**src/hdl/tccc_pkg.sv**
```systemverilog
package tccc_pkg;

    localparam int ADDR_W = 8;

    localparam logic [7:0] ADDR_COUNT  = 8'h00;
    localparam logic [7:0] ADDR_CTRL   = 8'h04;
    localparam logic [7:0] ADDR_VALUE  = 8'h08;
    localparam logic [7:0] ADDR_SETUP  = 8'h0C;
    localparam logic [7:0] ADDR_PERIOD = 8'h10;
    localparam logic [7:0] ADDR_STATUS = 8'h14;
    localparam logic [7:0] ADDR_MASK   = 8'h18;

    localparam int EDGE_LSB   = 14;
    localparam int SRC_LSB    = 12;
    localparam int SYNC_BIT   = 11;
    localparam int LOAD_LSB   = 9;
    localparam int FUNC_BIT   = 8;
    localparam int WAVE_LSB   = 5;
    localparam int IRQEN_BIT  = 4;
    localparam int LEVEL_BIT  = 3;
    localparam int OUTBIT_BIT = 2;
    localparam int LOST_BIT   = 1;
    localparam int PEND_BIT   = 0;

    localparam int ST_CAPTURE = 0;
    localparam int ST_EQUAL   = 1;
    localparam int ST_LOST    = 2;
    localparam int ST_W       = 3;

    localparam logic [15:0] COUNT_RESET  = 16'h0000;
    localparam logic [15:0] VALUE_RESET  = 16'h0000;
    localparam logic [15:0] PERIOD_RESET = 16'h0000;

    localparam logic [1:0] SRC_A   = 2'h0;
    localparam logic [1:0] SRC_B   = 2'h1;
    localparam logic [1:0] SRC_GND = 2'h2;

    localparam logic [1:0] LOAD_ON_WRITE = 2'h0;
    localparam logic [1:0] LOAD_AT_ZERO  = 2'h1;
    localparam logic [1:0] LOAD_AT_ENDS  = 2'h2;

    localparam logic [2:0] WAVE_LEVEL      = 3'h0;
    localparam logic [2:0] WAVE_SET        = 3'h1;
    localparam logic [2:0] WAVE_TOG_RESET  = 3'h2;
    localparam logic [2:0] WAVE_SET_RESET  = 3'h3;
    localparam logic [2:0] WAVE_TOGGLE     = 3'h4;
    localparam logic [2:0] WAVE_RESET      = 3'h5;
    localparam logic [2:0] WAVE_TOG_SET    = 3'h6;
    localparam logic [2:0] WAVE_RESET_SET  = 3'h7;

    typedef enum logic [1:0] {
        TCCC_STOP,
        TCCC_UP,
        TCCC_CONTINUOUS,
        TCCC_UPDOWN
    } tccc_run_t;

endpackage : tccc_pkg

```
**src/hdl/tccc_capture_input.sv**
```systemverilog
`timescale 1ns/1ps
module tccc_capture_input (
    input  wire logic       pclk,
    input  wire logic       presetn,
    input  wire logic       input_source_a,
    input  wire logic       input_source_b,
    input  wire logic [1:0] input_source_select,
    input  wire logic       sync_source_select,
    input  wire logic [1:0] edge_select,
    output logic            capture_event,
    output logic            sampled_level
);
    import tccc_pkg::*;

    logic sync_first;
    logic sync_second;
    logic sync_prev;
    logic raw_prev;

    wire selected_raw = (input_source_select == SRC_A)   ? input_source_a :
                        (input_source_select == SRC_B)   ? input_source_b :
                        (input_source_select == SRC_GND) ? 1'b0 : 1'b1;

    // direct path still needs one flop to see an edge; a source switch can fake one
    wire cur_level  = sync_source_select ? sync_second : selected_raw;
    wire prev_level = sync_source_select ? sync_prev : raw_prev;
    wire rising     = cur_level & ~prev_level;
    wire falling    = ~cur_level & prev_level;

    assign capture_event = (edge_select[0] & rising) | (edge_select[1] & falling);
    assign sampled_level = cur_level;

    always_ff @(posedge pclk or negedge presetn) begin
        if (!presetn) begin
            sync_first  <= 1'b0;
            sync_second <= 1'b0;
            sync_prev   <= 1'b0;
            raw_prev    <= 1'b0;
        end else begin
            sync_first  <= selected_raw;
            sync_second <= sync_first;
            sync_prev   <= sync_second;
            raw_prev    <= selected_raw;
        end
    end

endmodule : tccc_capture_input

```
**src/hdl/tccc_waveform.sv**
```systemverilog
`timescale 1ns/1ps
module tccc_waveform (
    input  wire logic       pclk,
    input  wire logic       presetn,
    input  wire logic [2:0] waveform_mode,
    input  wire logic       out_level_bit,
    input  wire logic       channel_equal_event,
    input  wire logic       period_equal_event,
    output logic            channel_out
);
    import tccc_pkg::*;

    logic next_out;

    // the period end acts after the channel match, so it wins when both coincide
    always_comb begin
        next_out = channel_out;
        unique case (waveform_mode)
            WAVE_LEVEL: begin
                next_out = out_level_bit;
            end
            WAVE_SET, WAVE_SET_RESET: begin
                if (channel_equal_event) next_out = 1'b1;
            end
            WAVE_TOG_RESET, WAVE_TOGGLE, WAVE_TOG_SET: begin
                if (channel_equal_event) next_out = ~channel_out;
            end
            WAVE_RESET, WAVE_RESET_SET: begin
                if (channel_equal_event) next_out = 1'b0;
            end
        endcase
        if (period_equal_event) begin
            if (waveform_mode == WAVE_TOG_RESET || waveform_mode == WAVE_SET_RESET) begin
                next_out = 1'b0;
            end
            if (waveform_mode == WAVE_TOG_SET || waveform_mode == WAVE_RESET_SET) begin
                next_out = 1'b1;
            end
        end
    end

    always_ff @(posedge pclk or negedge presetn) begin
        if (!presetn) begin
            channel_out <= 1'b0;
        end else begin
            channel_out <= next_out;
        end
    end

endmodule : tccc_waveform

```
**src/hdl/tccc_channel.sv**
```systemverilog
// Notes on behaviour
// - timer count is a 16-bit read/write register, zero after reset.
// - edge select: 00 no capture, 01 rising, 10 falling, 11 both edges.
// - input select: source A, source B, ground, supply level.
// - sync select 1 synchronises the capture input; 0 captures directly.
// - load policy 00 on write, 01 at zero, 11 at count equal latch.
// - load policy 10: at zero; in up/down also at the period latch value.
// - in compare mode the data register holds the compare value.
// - capture mode copies the running count into the data register per event.
// - waveform mode selects level, set, toggle, reset and combined behaviours.
// - interrupt enable bit gates the pending flag onto the interrupt.
// - read-only bit shows the selected capture input level.
// - in mode 0 the output bit drives the output directly.
// - lost event flag set by capture overflow, cleared only by software zero.
// - pending flag reads 1 while an interrupt is pending; software writable.
`timescale 1ns/1ps
module tccc_channel #(
    parameter int CLK_DIV = 1
) (
    input  wire logic                         pclk,
    input  wire logic                         presetn,
    input  wire logic                         psel,
    input  wire logic                         penable,
    input  wire logic                         pwrite,
    input  wire logic [tccc_pkg::ADDR_W-1:0]  paddr,
    input  wire logic [31:0]                  pwdata,
    input  wire logic                         input_source_a,
    input  wire logic                         input_source_b,
    output logic      [31:0]                  prdata,
    output logic                              pready,
    output logic                              pslverr,
    output logic                              irq,
    output logic                              channel_out
);
    import tccc_pkg::*;

    if (CLK_DIV < 1 || CLK_DIV > 65536) begin : g_bad_div
        $error("CLK_DIV must lie in 1..65536");
    end

    logic [15:0]     timer_count;
    logic            count_up;
    logic [15:0]     div_count;
    logic [1:0]      edge_select;
    logic [1:0]      input_source_select;
    logic            sync_source_select;
    logic [1:0]      shadow_load_policy;
    logic            channel_function_select;
    logic [2:0]      waveform_mode;
    logic            channel_irq_enable;
    logic            out_level_bit;
    logic            lost_event_flag;
    logic            channel_pending_flag;
    logic [15:0]     channel_capture_compare_value;
    logic [15:0]     compare_shadow_latch;
    logic [15:0]     period_shadow_latch;
    tccc_run_t       run_mode;
    logic [ST_W-1:0] irq_status;
    logic [ST_W-1:0] irq_mask;
    logic            capture_unread;
    logic [15:0]     next_count;
    logic            next_up;
    logic            capture_event;
    logic            sampled_input_level;

    // bus decode: zero wait states, answer in the first access cycle
    wire setup_phase = psel & ~penable;
    wire access_done = psel & penable & pready;
    wire wr_done     = access_done & pwrite;
    wire rd_done     = access_done & ~pwrite;

    wire hit_count  = paddr == ADDR_COUNT;
    wire hit_ctrl   = paddr == ADDR_CTRL;
    wire hit_value  = paddr == ADDR_VALUE;
    wire hit_setup  = paddr == ADDR_SETUP;
    wire hit_period = paddr == ADDR_PERIOD;
    wire hit_status = paddr == ADDR_STATUS;
    wire hit_mask   = paddr == ADDR_MASK;
    wire mapped     = hit_count | hit_ctrl | hit_value | hit_setup | hit_period | hit_status | hit_mask;

    wire wr_count  = wr_done & hit_count;
    wire wr_ctrl   = wr_done & hit_ctrl;
    wire wr_value  = wr_done & hit_value;
    wire wr_setup  = wr_done & hit_setup;
    wire wr_period = wr_done & hit_period;
    wire wr_status = wr_done & hit_status;
    wire wr_mask   = wr_done & hit_mask;
    wire rd_value  = rd_done & hit_value;

    wire [15:0] ctrl_word = {edge_select, input_source_select, sync_source_select,
                             shadow_load_policy, channel_function_select, waveform_mode,
                             channel_irq_enable, sampled_input_level, out_level_bit,
                             lost_event_flag, channel_pending_flag};

    wire [31:0] read_word = hit_count  ? {16'h0000, timer_count} :
                            hit_ctrl   ? {16'h0000, ctrl_word} :
                            hit_value  ? {16'h0000, channel_capture_compare_value} :
                            hit_setup  ? {30'h00000000, run_mode} :
                            hit_period ? {16'h0000, period_shadow_latch} :
                            hit_status ? {29'h00000000, irq_status} :
                            hit_mask   ? {29'h00000000, irq_mask} : 32'h00000000;

    // count advances on a divided enable; a count write overrides the step
    wire tick    = div_count == 16'(CLK_DIV - 1);
    wire running = tick & (run_mode != TCCC_STOP);

    always_comb begin
        next_count = timer_count;
        next_up    = count_up;
        if (running) begin
            unique case (run_mode)
                TCCC_UP: begin
                    next_count = (timer_count >= period_shadow_latch) ? 16'h0000 : timer_count + 16'h0001;
                end
                TCCC_CONTINUOUS: begin
                    next_count = timer_count + 16'h0001;
                end
                TCCC_UPDOWN: begin
                    if (period_shadow_latch == 16'h0000) begin
                        next_count = 16'h0000;
                    end else if (count_up && timer_count >= period_shadow_latch) begin
                        next_count = timer_count - 16'h0001;
                        next_up    = 1'b0;
                    end else if (!count_up && timer_count == 16'h0000) begin
                        next_count = 16'h0001;
                        next_up    = 1'b1;
                    end else begin
                        next_count = count_up ? timer_count + 16'h0001 : timer_count - 16'h0001;
                    end
                end
                default: begin
                    next_count = timer_count;
                end
            endcase
        end
        if (wr_count) begin
            next_count = pwdata[15:0];
        end
    end

    // events are judged on the count that stands at the enable
    wire zero_event          = running & (timer_count == 16'h0000);
    wire period_equal_event  = running & (timer_count == period_shadow_latch);
    wire latch_equal         = running & (timer_count == compare_shadow_latch);
    wire channel_equal_event = latch_equal & ~channel_function_select;
    wire capture_taken       = capture_event & channel_function_select;
    wire capture_lost        = capture_taken & capture_unread;

    wire load_latch = (shadow_load_policy == LOAD_ON_WRITE) ? wr_value :
                      (shadow_load_policy == LOAD_AT_ZERO)  ? zero_event :
                      (shadow_load_policy == LOAD_AT_ENDS)  ?
                          (zero_event | (period_equal_event & (run_mode == TCCC_UPDOWN))) :
                      latch_equal;

    wire [ST_W-1:0] status_events;
    assign status_events[ST_CAPTURE] = capture_taken;
    assign status_events[ST_EQUAL]   = channel_equal_event;
    assign status_events[ST_LOST]    = capture_lost;

    wire [ST_W-1:0] status_clear = wr_status ? pwdata[ST_W-1:0] : {ST_W{1'b0}};
    wire set_pending             = capture_taken | channel_equal_event;

    tccc_capture_input u_capture (
        .pclk                (pclk),
        .presetn             (presetn),
        .input_source_a      (input_source_a),
        .input_source_b      (input_source_b),
        .input_source_select (input_source_select),
        .sync_source_select  (sync_source_select),
        .edge_select         (edge_select),
        .capture_event       (capture_event),
        .sampled_level       (sampled_input_level)
    );

    tccc_waveform u_waveform (
        .pclk                (pclk),
        .presetn             (presetn),
        .waveform_mode       (waveform_mode),
        .out_level_bit       (out_level_bit),
        .channel_equal_event (channel_equal_event),
        .period_equal_event  (period_equal_event),
        .channel_out         (channel_out)
    );

    always_ff @(posedge pclk or negedge presetn) begin
        if (!presetn) begin
            pready  <= 1'b0;
            pslverr <= 1'b0;
            prdata  <= 32'h00000000;
        end else begin
            pready  <= setup_phase;
            pslverr <= setup_phase & ~mapped;
            prdata  <= setup_phase ? read_word : 32'h00000000;
        end
    end

    always_ff @(posedge pclk or negedge presetn) begin
        if (!presetn) begin
            div_count   <= 16'h0000;
            timer_count <= COUNT_RESET;
            count_up    <= 1'b1;
        end else begin
            div_count   <= tick ? 16'h0000 : div_count + 16'h0001;
            timer_count <= next_count;
            count_up    <= wr_setup ? 1'b1 : next_up;
        end
    end

    always_ff @(posedge pclk or negedge presetn) begin
        if (!presetn) begin
            edge_select             <= 2'h0;
            input_source_select     <= 2'h0;
            sync_source_select      <= 1'b0;
            shadow_load_policy      <= 2'h0;
            channel_function_select <= 1'b0;
            waveform_mode           <= 3'h0;
            channel_irq_enable      <= 1'b0;
            out_level_bit           <= 1'b0;
        end else if (wr_ctrl) begin
            edge_select             <= pwdata[EDGE_LSB+1:EDGE_LSB];
            input_source_select     <= pwdata[SRC_LSB+1:SRC_LSB];
            sync_source_select      <= pwdata[SYNC_BIT];
            shadow_load_policy      <= pwdata[LOAD_LSB+1:LOAD_LSB];
            channel_function_select <= pwdata[FUNC_BIT];
            waveform_mode           <= pwdata[WAVE_LSB+2:WAVE_LSB];
            channel_irq_enable      <= pwdata[IRQEN_BIT];
            out_level_bit           <= pwdata[OUTBIT_BIT];
        end
    end

    // flags: a hardware set in the same cycle as a software write wins
    always_ff @(posedge pclk or negedge presetn) begin
        if (!presetn) begin
            lost_event_flag      <= 1'b0;
            channel_pending_flag <= 1'b0;
        end else begin
            if (capture_lost) begin
                lost_event_flag <= 1'b1;
            end else if (wr_ctrl) begin
                lost_event_flag <= pwdata[LOST_BIT];
            end
            if (set_pending) begin
                channel_pending_flag <= 1'b1;
            end else if (wr_ctrl) begin
                channel_pending_flag <= pwdata[PEND_BIT];
            end
        end
    end

    always_ff @(posedge pclk or negedge presetn) begin
        if (!presetn) begin
            channel_capture_compare_value <= VALUE_RESET;
            compare_shadow_latch          <= VALUE_RESET;
            capture_unread                <= 1'b0;
        end else begin
            if (capture_taken) begin
                channel_capture_compare_value <= timer_count;
            end else if (wr_value) begin
                channel_capture_compare_value <= pwdata[15:0];
            end
            if (load_latch) begin
                // a value write in the same cycle supplies the written word, otherwise the stored one
                compare_shadow_latch <= wr_value ? pwdata[15:0] : channel_capture_compare_value;
            end
            if (capture_taken) begin
                capture_unread <= 1'b1;
            end else if (rd_value) begin
                capture_unread <= 1'b0;
            end
        end
    end

    always_ff @(posedge pclk or negedge presetn) begin
        if (!presetn) begin
            run_mode            <= TCCC_STOP;
            period_shadow_latch <= PERIOD_RESET;
            irq_mask            <= {ST_W{1'b0}};
            irq_status          <= {ST_W{1'b0}};
            irq                 <= 1'b0;
        end else begin
            if (wr_setup) begin
                run_mode <= tccc_run_t'(pwdata[1:0]);
            end
            if (wr_period) begin
                period_shadow_latch <= pwdata[15:0];
            end
            if (wr_mask) begin
                irq_mask <= pwdata[ST_W-1:0];
            end
            irq_status <= (irq_status & ~status_clear) | status_events;
            irq        <= (|(irq_status & irq_mask)) | (channel_pending_flag & channel_irq_enable);
        end
    end

endmodule : tccc_channel

```
**config.mk**
```make
export PLATFORM = sky130hd
export DESIGN_NAME = tccc_channel
export DESIGN_NICKNAME = d
export VERILOG_FILES = /design/src/hdl/tccc_pkg.sv /design/src/hdl/tccc_capture_input.sv /design/src/hdl/tccc_waveform.sv /design/src/hdl/tccc_channel.sv
export SDC_FILE = /design/constraint.sdc
export NUM_CORES = 1
export LEC_CHECK = 0
export BUFFER_PORTS_ARGS = -buffer_cell sky130_fd_sc_hd__buf_2
export CELL_PAD_IN_SITES_DETAIL_PLACEMENT = 1
export CELL_PAD_IN_SITES_GLOBAL_PLACEMENT = 1
export CORE_MARGIN = 3
export CORE_UTILIZATION = 30
export CTS_BUF_LIST = sky130_fd_sc_hd__clkbuf_8
export DETAILED_ROUTE_END_ITERATION = 6
export GPL_ROUTABILITY_DRIVEN = 0
export GPL_TIMING_DRIVEN = 0
export PLACE_DENSITY = 0.56
export SLEW_MARGIN = 30
export SYNTH_ARGS = -nofsm -noshare
export SYNTH_HDL_FRONTEND = slang
export SYNTH_SLANG_ARGS = --single-unit
```
**constraint.sdc**
```tcl
create_clock -name pclk -period 5.5 [get_ports pclk]
set_input_delay 1.1 -clock pclk [delete_from_list [all_inputs] [get_ports pclk]]
set_output_delay 1.1 -clock pclk [all_outputs]
set_load 0.1 [all_outputs]
```
After elaboration in Yosys (flattened, before gate mapping)
Cells that the tools add are included.
Widths: inputs -> output; s select.

word-level totals
  bits in registers = 128
  bits of input ports = 47
  output and inout port bits = 36
  logic and storage cells = 177

operators by class
  add/subtract/negate cells = 3
  magnitude comparators = 1
  eq/ne operators = 23
  multiplexer cells = 47
  bitwise gates (word level) = 48
  reduce and logical (&&, ||, !) cells = 27

operators by type and width
  cell                   count
  $mux 16                16
  $logic_not 16->1       3
  $pmux 16 s3            1
  $add 16x1->16 const B  2
  $eq 16x16->1           2
  $and 1x1->1            27
  $mux 1                 26
  $eq 8x5->1 const B     3
  $eq 8x4->1 const B     2
  $ge 16x16->1           1
  $sub 16x1->16 const B  1
  $reduce_bool 2->1      7
  $eq 3x3->1 const B     4
  $or 1x1->1             10
  $mux 3                 3
  $eq 2x2->1 const B     4
  $eq 8x3->1 const B     1
  $logic_not 8->1        1
  $not 1->1              7
  $and 3x3->3            2
  $eq 2x1->1 const B     3
  $eq 3x2->1 const B     2
  $reduce_or 3->1        2
  $logic_not 2->1        2
  other kinds (14)       17

Longest topological paths before layout
  depth after elaboration = 12
  gate-level depth with buffers = 12
  gate-level depth less buffers = 12

By module
From an unflattened synthesis, not the netlist that was laid out.

second synthesis, totals
  cell total of the unflattened synthesis = 810
  area, all modules = 7609.8 µm²

by module, submodules not included
  module              instances  cells an instance  area each (µm²)  sequential area each (µm²)
  tccc_channel        1          783                7342.0           3104.2
  tccc_capture_input  1          14                 162.7            75.1
  tccc_waveform       1          13                 105.1            25.0

Worst setup path before layout
No wires, ideal clock.

  kind = input to register
  start point = in paddr[4] (netlist bit)
  end point = reg compare_shadow_latch[0]
  setup time = 124 ps
  arrival time = 2846 ps
  required time = 5376 ps
  setup slack = 2530 ps
  stages = 9
  buffers on the path = 2
  cell sequence = clkbuf_1 > nor2b_1 > nand3b_1 > nor2_1 > nand2_4 > mux4_2 > buf_6 > nand2_2 > o21ai_2

between the ends
  word-level cells in the longest chain between the ends = 3
  elaborated cells between the ends (all ways) = 4
  classes of those cells = eq/ne: 1; mux: 2; bitwise: 1

RTL lines
  item                               RTL line             source
  start, declared                    tccc_channel.sv:25   input wire logic [tccc_pkg::ADDR_W-1:0] paddr,
  $eq 8x4->1 *                       tccc_channel.sv:74   wire hit_value = paddr == ADDR_VALUE;
  $and 1x1->1 *                      tccc_channel.sv:83   wire wr_value = wr_done & hit_value;
  $mux 16 or $mux 1 (tied branches)  n/a
  end signal, assigned               tccc_channel.sv:263  compare_shadow_latch <= wr_value ? pwdata[15:0] : channel_capture_compare_value;
  end, declared                      tccc_channel.sv:55   logic [15:0] compare_shadow_latch;

Every way passes the cells marked *; elsewhere a longest branch is shown, timed or not.
A chain may end at the register's enable or synchronous reset.

Worst setup path in the final report
  start point = reg period_shadow_latch[15]
  end point = reg timer_count[11]

between the ends
  word-level cells in the longest chain between the ends = 7
  elaborated cells between the ends (all ways) = 9
  classes of those cells = order compare: 1; mux: 6; reduce/logical: 2

RTL lines
  item                    RTL line                                  source
  start, declared         tccc_channel.sv:56                        logic [15:0] period_shadow_latch;
  start signal, assigned  tccc_channel.sv:285                       period_shadow_latch <= pwdata[15:0];
  $ge 16x16->1            tccc_channel.sv:113, tccc_channel.sv:121
  $logic_and 1x1->1       tccc_channel.sv:121                       end else if (count_up && timer_count >= period_shadow_latch) begin
  $mux 16                 tccc_channel.sv:121
  $mux 16                 tccc_channel.sv:119                       if (period_shadow_latch == 16'h0000) begin
  $pmux 16 s3 *           tccc_channel.sv:111                       unique case (run_mode)
  $mux 16 *               tccc_channel.sv:110                       if (running) begin
  $mux 16 *               tccc_channel.sv:136                       if (wr_count) begin
  end signal, assigned    tccc_channel.sv:204                       timer_count <= next_count;
  end, declared           tccc_channel.sv:41                        logic [15:0] timer_count;

Every way passes the cells marked *; elsewhere a longest branch is shown, timed or not. The select of a mux whose other input is x is not followed.

==> flow_summary_export.csv <==
group,metric,value,unit
run_status,status,"complete, no violations",
detailed_routing,avgRoutedWirePerCell,21.56,microns
timing,fmax,0.2506,GHz
global_route,overflow,0,
clock_network,worst_skew_pair.late_latency,470,ps
clock_network,cts_resized,0,
clock_network,cts_max_level,4,
detailed_routing,totalWireLength,25.95,mm
layout,area_growth,14.93,%
critical_path,crit_chain,"inv_1 -> ha_1 -> nand4_1 -> nor4_1 -> o31ai_1 -> a41oi_1 -> nor2_1 -> a2111oi_0 -> o21ai_0",
power_and_ir_drop,switchingPower,0.0009941,W
die,coreArea,24460,sq um
logic_synthesis,syn_area_per_cell,9.578,sq um
clock_network,root_buffer,"clkbuf_8",
logic_synthesis,synth_area,7518,sq um
critical_path,cp-start-kind,"flip-flop",
logic_synthesis,synthTopCellsByArea,"dfrtp_1 42%, mux2_2 5.2%, nor2_1 4.1%",
timing,fin_setup_tns,0,ps
placement,place_ws,1475,ps
timing,period_share,0.7254,
clock_network,cts_tree,"yes",
logic_synthesis,synth_top_area_share,0.4227,
detailed_routing,drc,0,
global_route,grt_pass1_wl,40.48,mm
clock_network,hold_buffers,0,
clock_network,path_clk_slew,100,ps
logic_synthesis,yosysSeqAreaShare,0.4262,
timing,fin_ws,1510,ps
power_and_ir_drop,p_seq_frac,0.404,
timing,hold_viol_final,0,
critical_path,critPathSlowestCell,"nor4_1",
detailed_routing,num_vias,6371,
logic_synthesis,postSynthCellCount,785,
critical_path,critPathArrivalTime,4300,ps
power_and_ir_drop,pwr-share-comb,0.269,
critical_path,cpPeakStageDelay,790,ps
timing,setup_viol,0,
critical_path,path_buf_inv,1,
global_route,antenna_found_initial,0,
timing,tightestPinTransition,894.1,ps
power_and_ir_drop,leakagePower,3.909,nW
clock_network,max-clock-path-buffers,2,
logic_synthesis,ys_ff_latch,128,
die,start_util,0.3074,
timing,slew_headroom,0.3976,
layout,drive_gt1_frac,0.2102,
detailed_routing,ant_nets,0,
die,io-pin-count,83,
die,die_w,164.3,microns
power_and_ir_drop,internal_power,0.001599,W
critical_path,critPathRequiredTime,5810,ps
global_route,grt_max_degree,72,
clock_network,cts_buffers,17,
global_route,grt_pass1_vias,6455,
die,placement_rows,57,
critical_path,critical_path_class,"flip-flop to flip-flop",
timing,period_minus_slack,3990,ps
critical_path,cpLargestDelayFamily,"compound AO/OA/AOI/OAI gates",
logic_synthesis,async_reset_ff_frac,1.000,
timing,drv_slew,0,
logic_synthesis,synth_edf_count,0,
timing,fin_skew,21.43,ps
power_and_ir_drop,power.density,300.1,nW/um^2
placement,numPortBuffers,47,
die,die_h,164.3,microns
worst_hold_path,hold_path.class,"flip-flop to flip-flop",
power_and_ir_drop,switching_share,0.3833,
job,maxCapViolations,0,
critical_path,path_max_fanout,6,
logic_synthesis,ys_warn_count,0,
clock_network,cts_sinks,128,
critical_path,endpoint_kind,"flip-flop",
placement,dpl.hpwl,19.76,mm
layout,n_antenna_cell,0,
logic_synthesis,synth_ff_type,"dfrtp_1",
power_and_ir_drop,clock_power_share,0.327,
timing,rsz0062_at_grt,"false",
detailed_routing,drtIter0Drc,379,
logic_synthesis,synth_area_leader_cell,"dfrtp_1",
global_route,track_usage,0.2000,
detailed_routing,dr.pass1.iters,4,
die,die-area,27000,sq um
clock_network,post_cts_buffers,0,
detailed_routing,vias_per_cell,5.292,
layout,nNetsFinal,937,
power_and_ir_drop,ir_worst_vdd,135.8,uV
logic_synthesis,synthDistinctLibCells,75,
state kept, by name, summed over array words and instances (netlist names), 2 cells and up:
name                           flops
period_shadow_latch               16
run_mode                           2
shadow_load_policy                 2
input_source_select                2
irq_status                         3
channel_capture_compare_value     16
irq_mask                           3
prdata                            16
compare_shadow_latch              16
div_count                         16
timer_count                       16
edge_select                        2
waveform_mode                      3
final cells by class:
cell class              instances  area, sq um
clock buffers                  18        247.7
repair buffers                 48        272.8
flip-flops and latches        128         3204
clock inverters                14        140.1
fillers                      2809        15820
plain buffers                  62        327.8
well taps                     324        405.4
multi-input cells             584         3945
inverters                      26        97.59
cells in the final DEF, fill, tap and decap left out, types with 15 or more instances in the layout:
cell,n
o21ai_2,16
nor2_1,82
o21ai_0,24
buf_4,17
ha_1,23
buf_2,50
a21oi_1,39
nand2_1,75
xnor2_1,32
conb_1,16
inv_1,26
a221oi_1,15
clkbuf_1,36
nand4_1,15
mux2i_1,27
a22oi_1,16
clkbuf_8,18
mux2_2,35
dfrtp_1,127
kinds of logic (layout without fill, tap and decap cells):
group           count (synthesis)  after routing  synth area share
compound gates                163            163            0.1516
flops                         128            128            0.4262
other cells                     1             16         0.0004988
xor+xnor                       43             43           0.05009
mux                            63             63           0.09136
buf+inv                        88            168           0.05658
simple gates                  276            276            0.1854
fa+ha+maj                      23             23           0.03828
power groups by stage:
| stage | registers, W | clock network [W] | logic, W |
|---|---|---|---|
| after floorplan | 0.00105 | 0 | 0.000468 |
| after global placement | 0.00107 | 0 | 0.000691 |
| after detailed placement | 0.00107 | 0 | 0.000694 |
| after CTS | 0.00105 | 0.000870 | 0.000700 |
| after global routing | 0.00106 | 0.000914 | 0.000773 |
| final | 0.00105 | 0.000848 | 0.000697 |
metrics by stage:
step           hold WS, ps  area [sq um]  instances  utilization  total power [W]
2_1_floorplan        348.6          7575        800            -         0.001520
3_3_place_gp         355.9          8215       1171       0.3358         0.001758
3_5_place_dp         366.6          8253       1172       0.3374         0.001762
4_1_cts              391.2          8641       1204       0.3532         0.002619
5_1_grt              420.6          8641       1204       0.3532         0.002744
6_report             389.4          8641       1204       0.3532         0.002593
cells in the mapped netlist (4+ instances only):
cell      instances
a211oi_1          5
a21oi_1          39
a221oi_1         15
a22oi_1          16
a31oi_1          12
and2_1            5
and3_1           14
buf_2             4
buf_4            17
clkbuf_1         36
dfrtp_1         127
ha_1             23
inv_1            26
mux2_2           35
mux2i_1          27
nand2_1          75
nand2_2           4
nand2b_1          6
nand3_1          14
nand3b_1          4
nand4_1          15
nor2_1           82
nor2b_1           5
nor3_1           10
nor4_1           12
o21ai_0          24
o21ai_2          16
o31ai_1           5
or2_2             4
or3_1             6
xnor2_1          32
xor2_1           11
worst register-to-register path: stages (launching register included):
cell and delay, ps:
dfrtp_1 450, inv_1 70, ha_1 300, nand4_1 160
nor4_1 790, o31ai_1 410, a41oi_1 720, nor2_1 100
a2111oi_0 650, o21ai_0 210
final timing paths:
| path | cells after the start | start | endpoint | slack, ps |
|---|---|---|---|---|
| max in group asynchronous | 2 | presetn | timer_count[13] | 4180 |
| worst max register to register | 9 | period_shadow_latch[15] | timer_count[11] | 1510 |
| worst min register to register | 0 | u_capture.raw_prev | u_capture.sync_second | 390 |
| worst min-delay path | 0 | u_capture.raw_prev | u_capture.sync_second | 390 |
| worst max-delay path | 9 | period_shadow_latch[15] | timer_count[11] | 1510 |
| min in group asynchronous | 1 | presetn | div_count[6] | 570 |
metal layers:
layer  routed length [microns]  part of all wire  GRT usage  vias to the layer above
met4                       438             0.017    0.05306                        0
li1                          -                 -          -                     2950
met3                       917             0.035    0.02749                       27
met1                     12930              0.50     0.2979                     3254
met5                         0                 0          0                        -
met2                     11670              0.45     0.3029                      140
No activity file was read; power rests on OpenSTA's default activity.
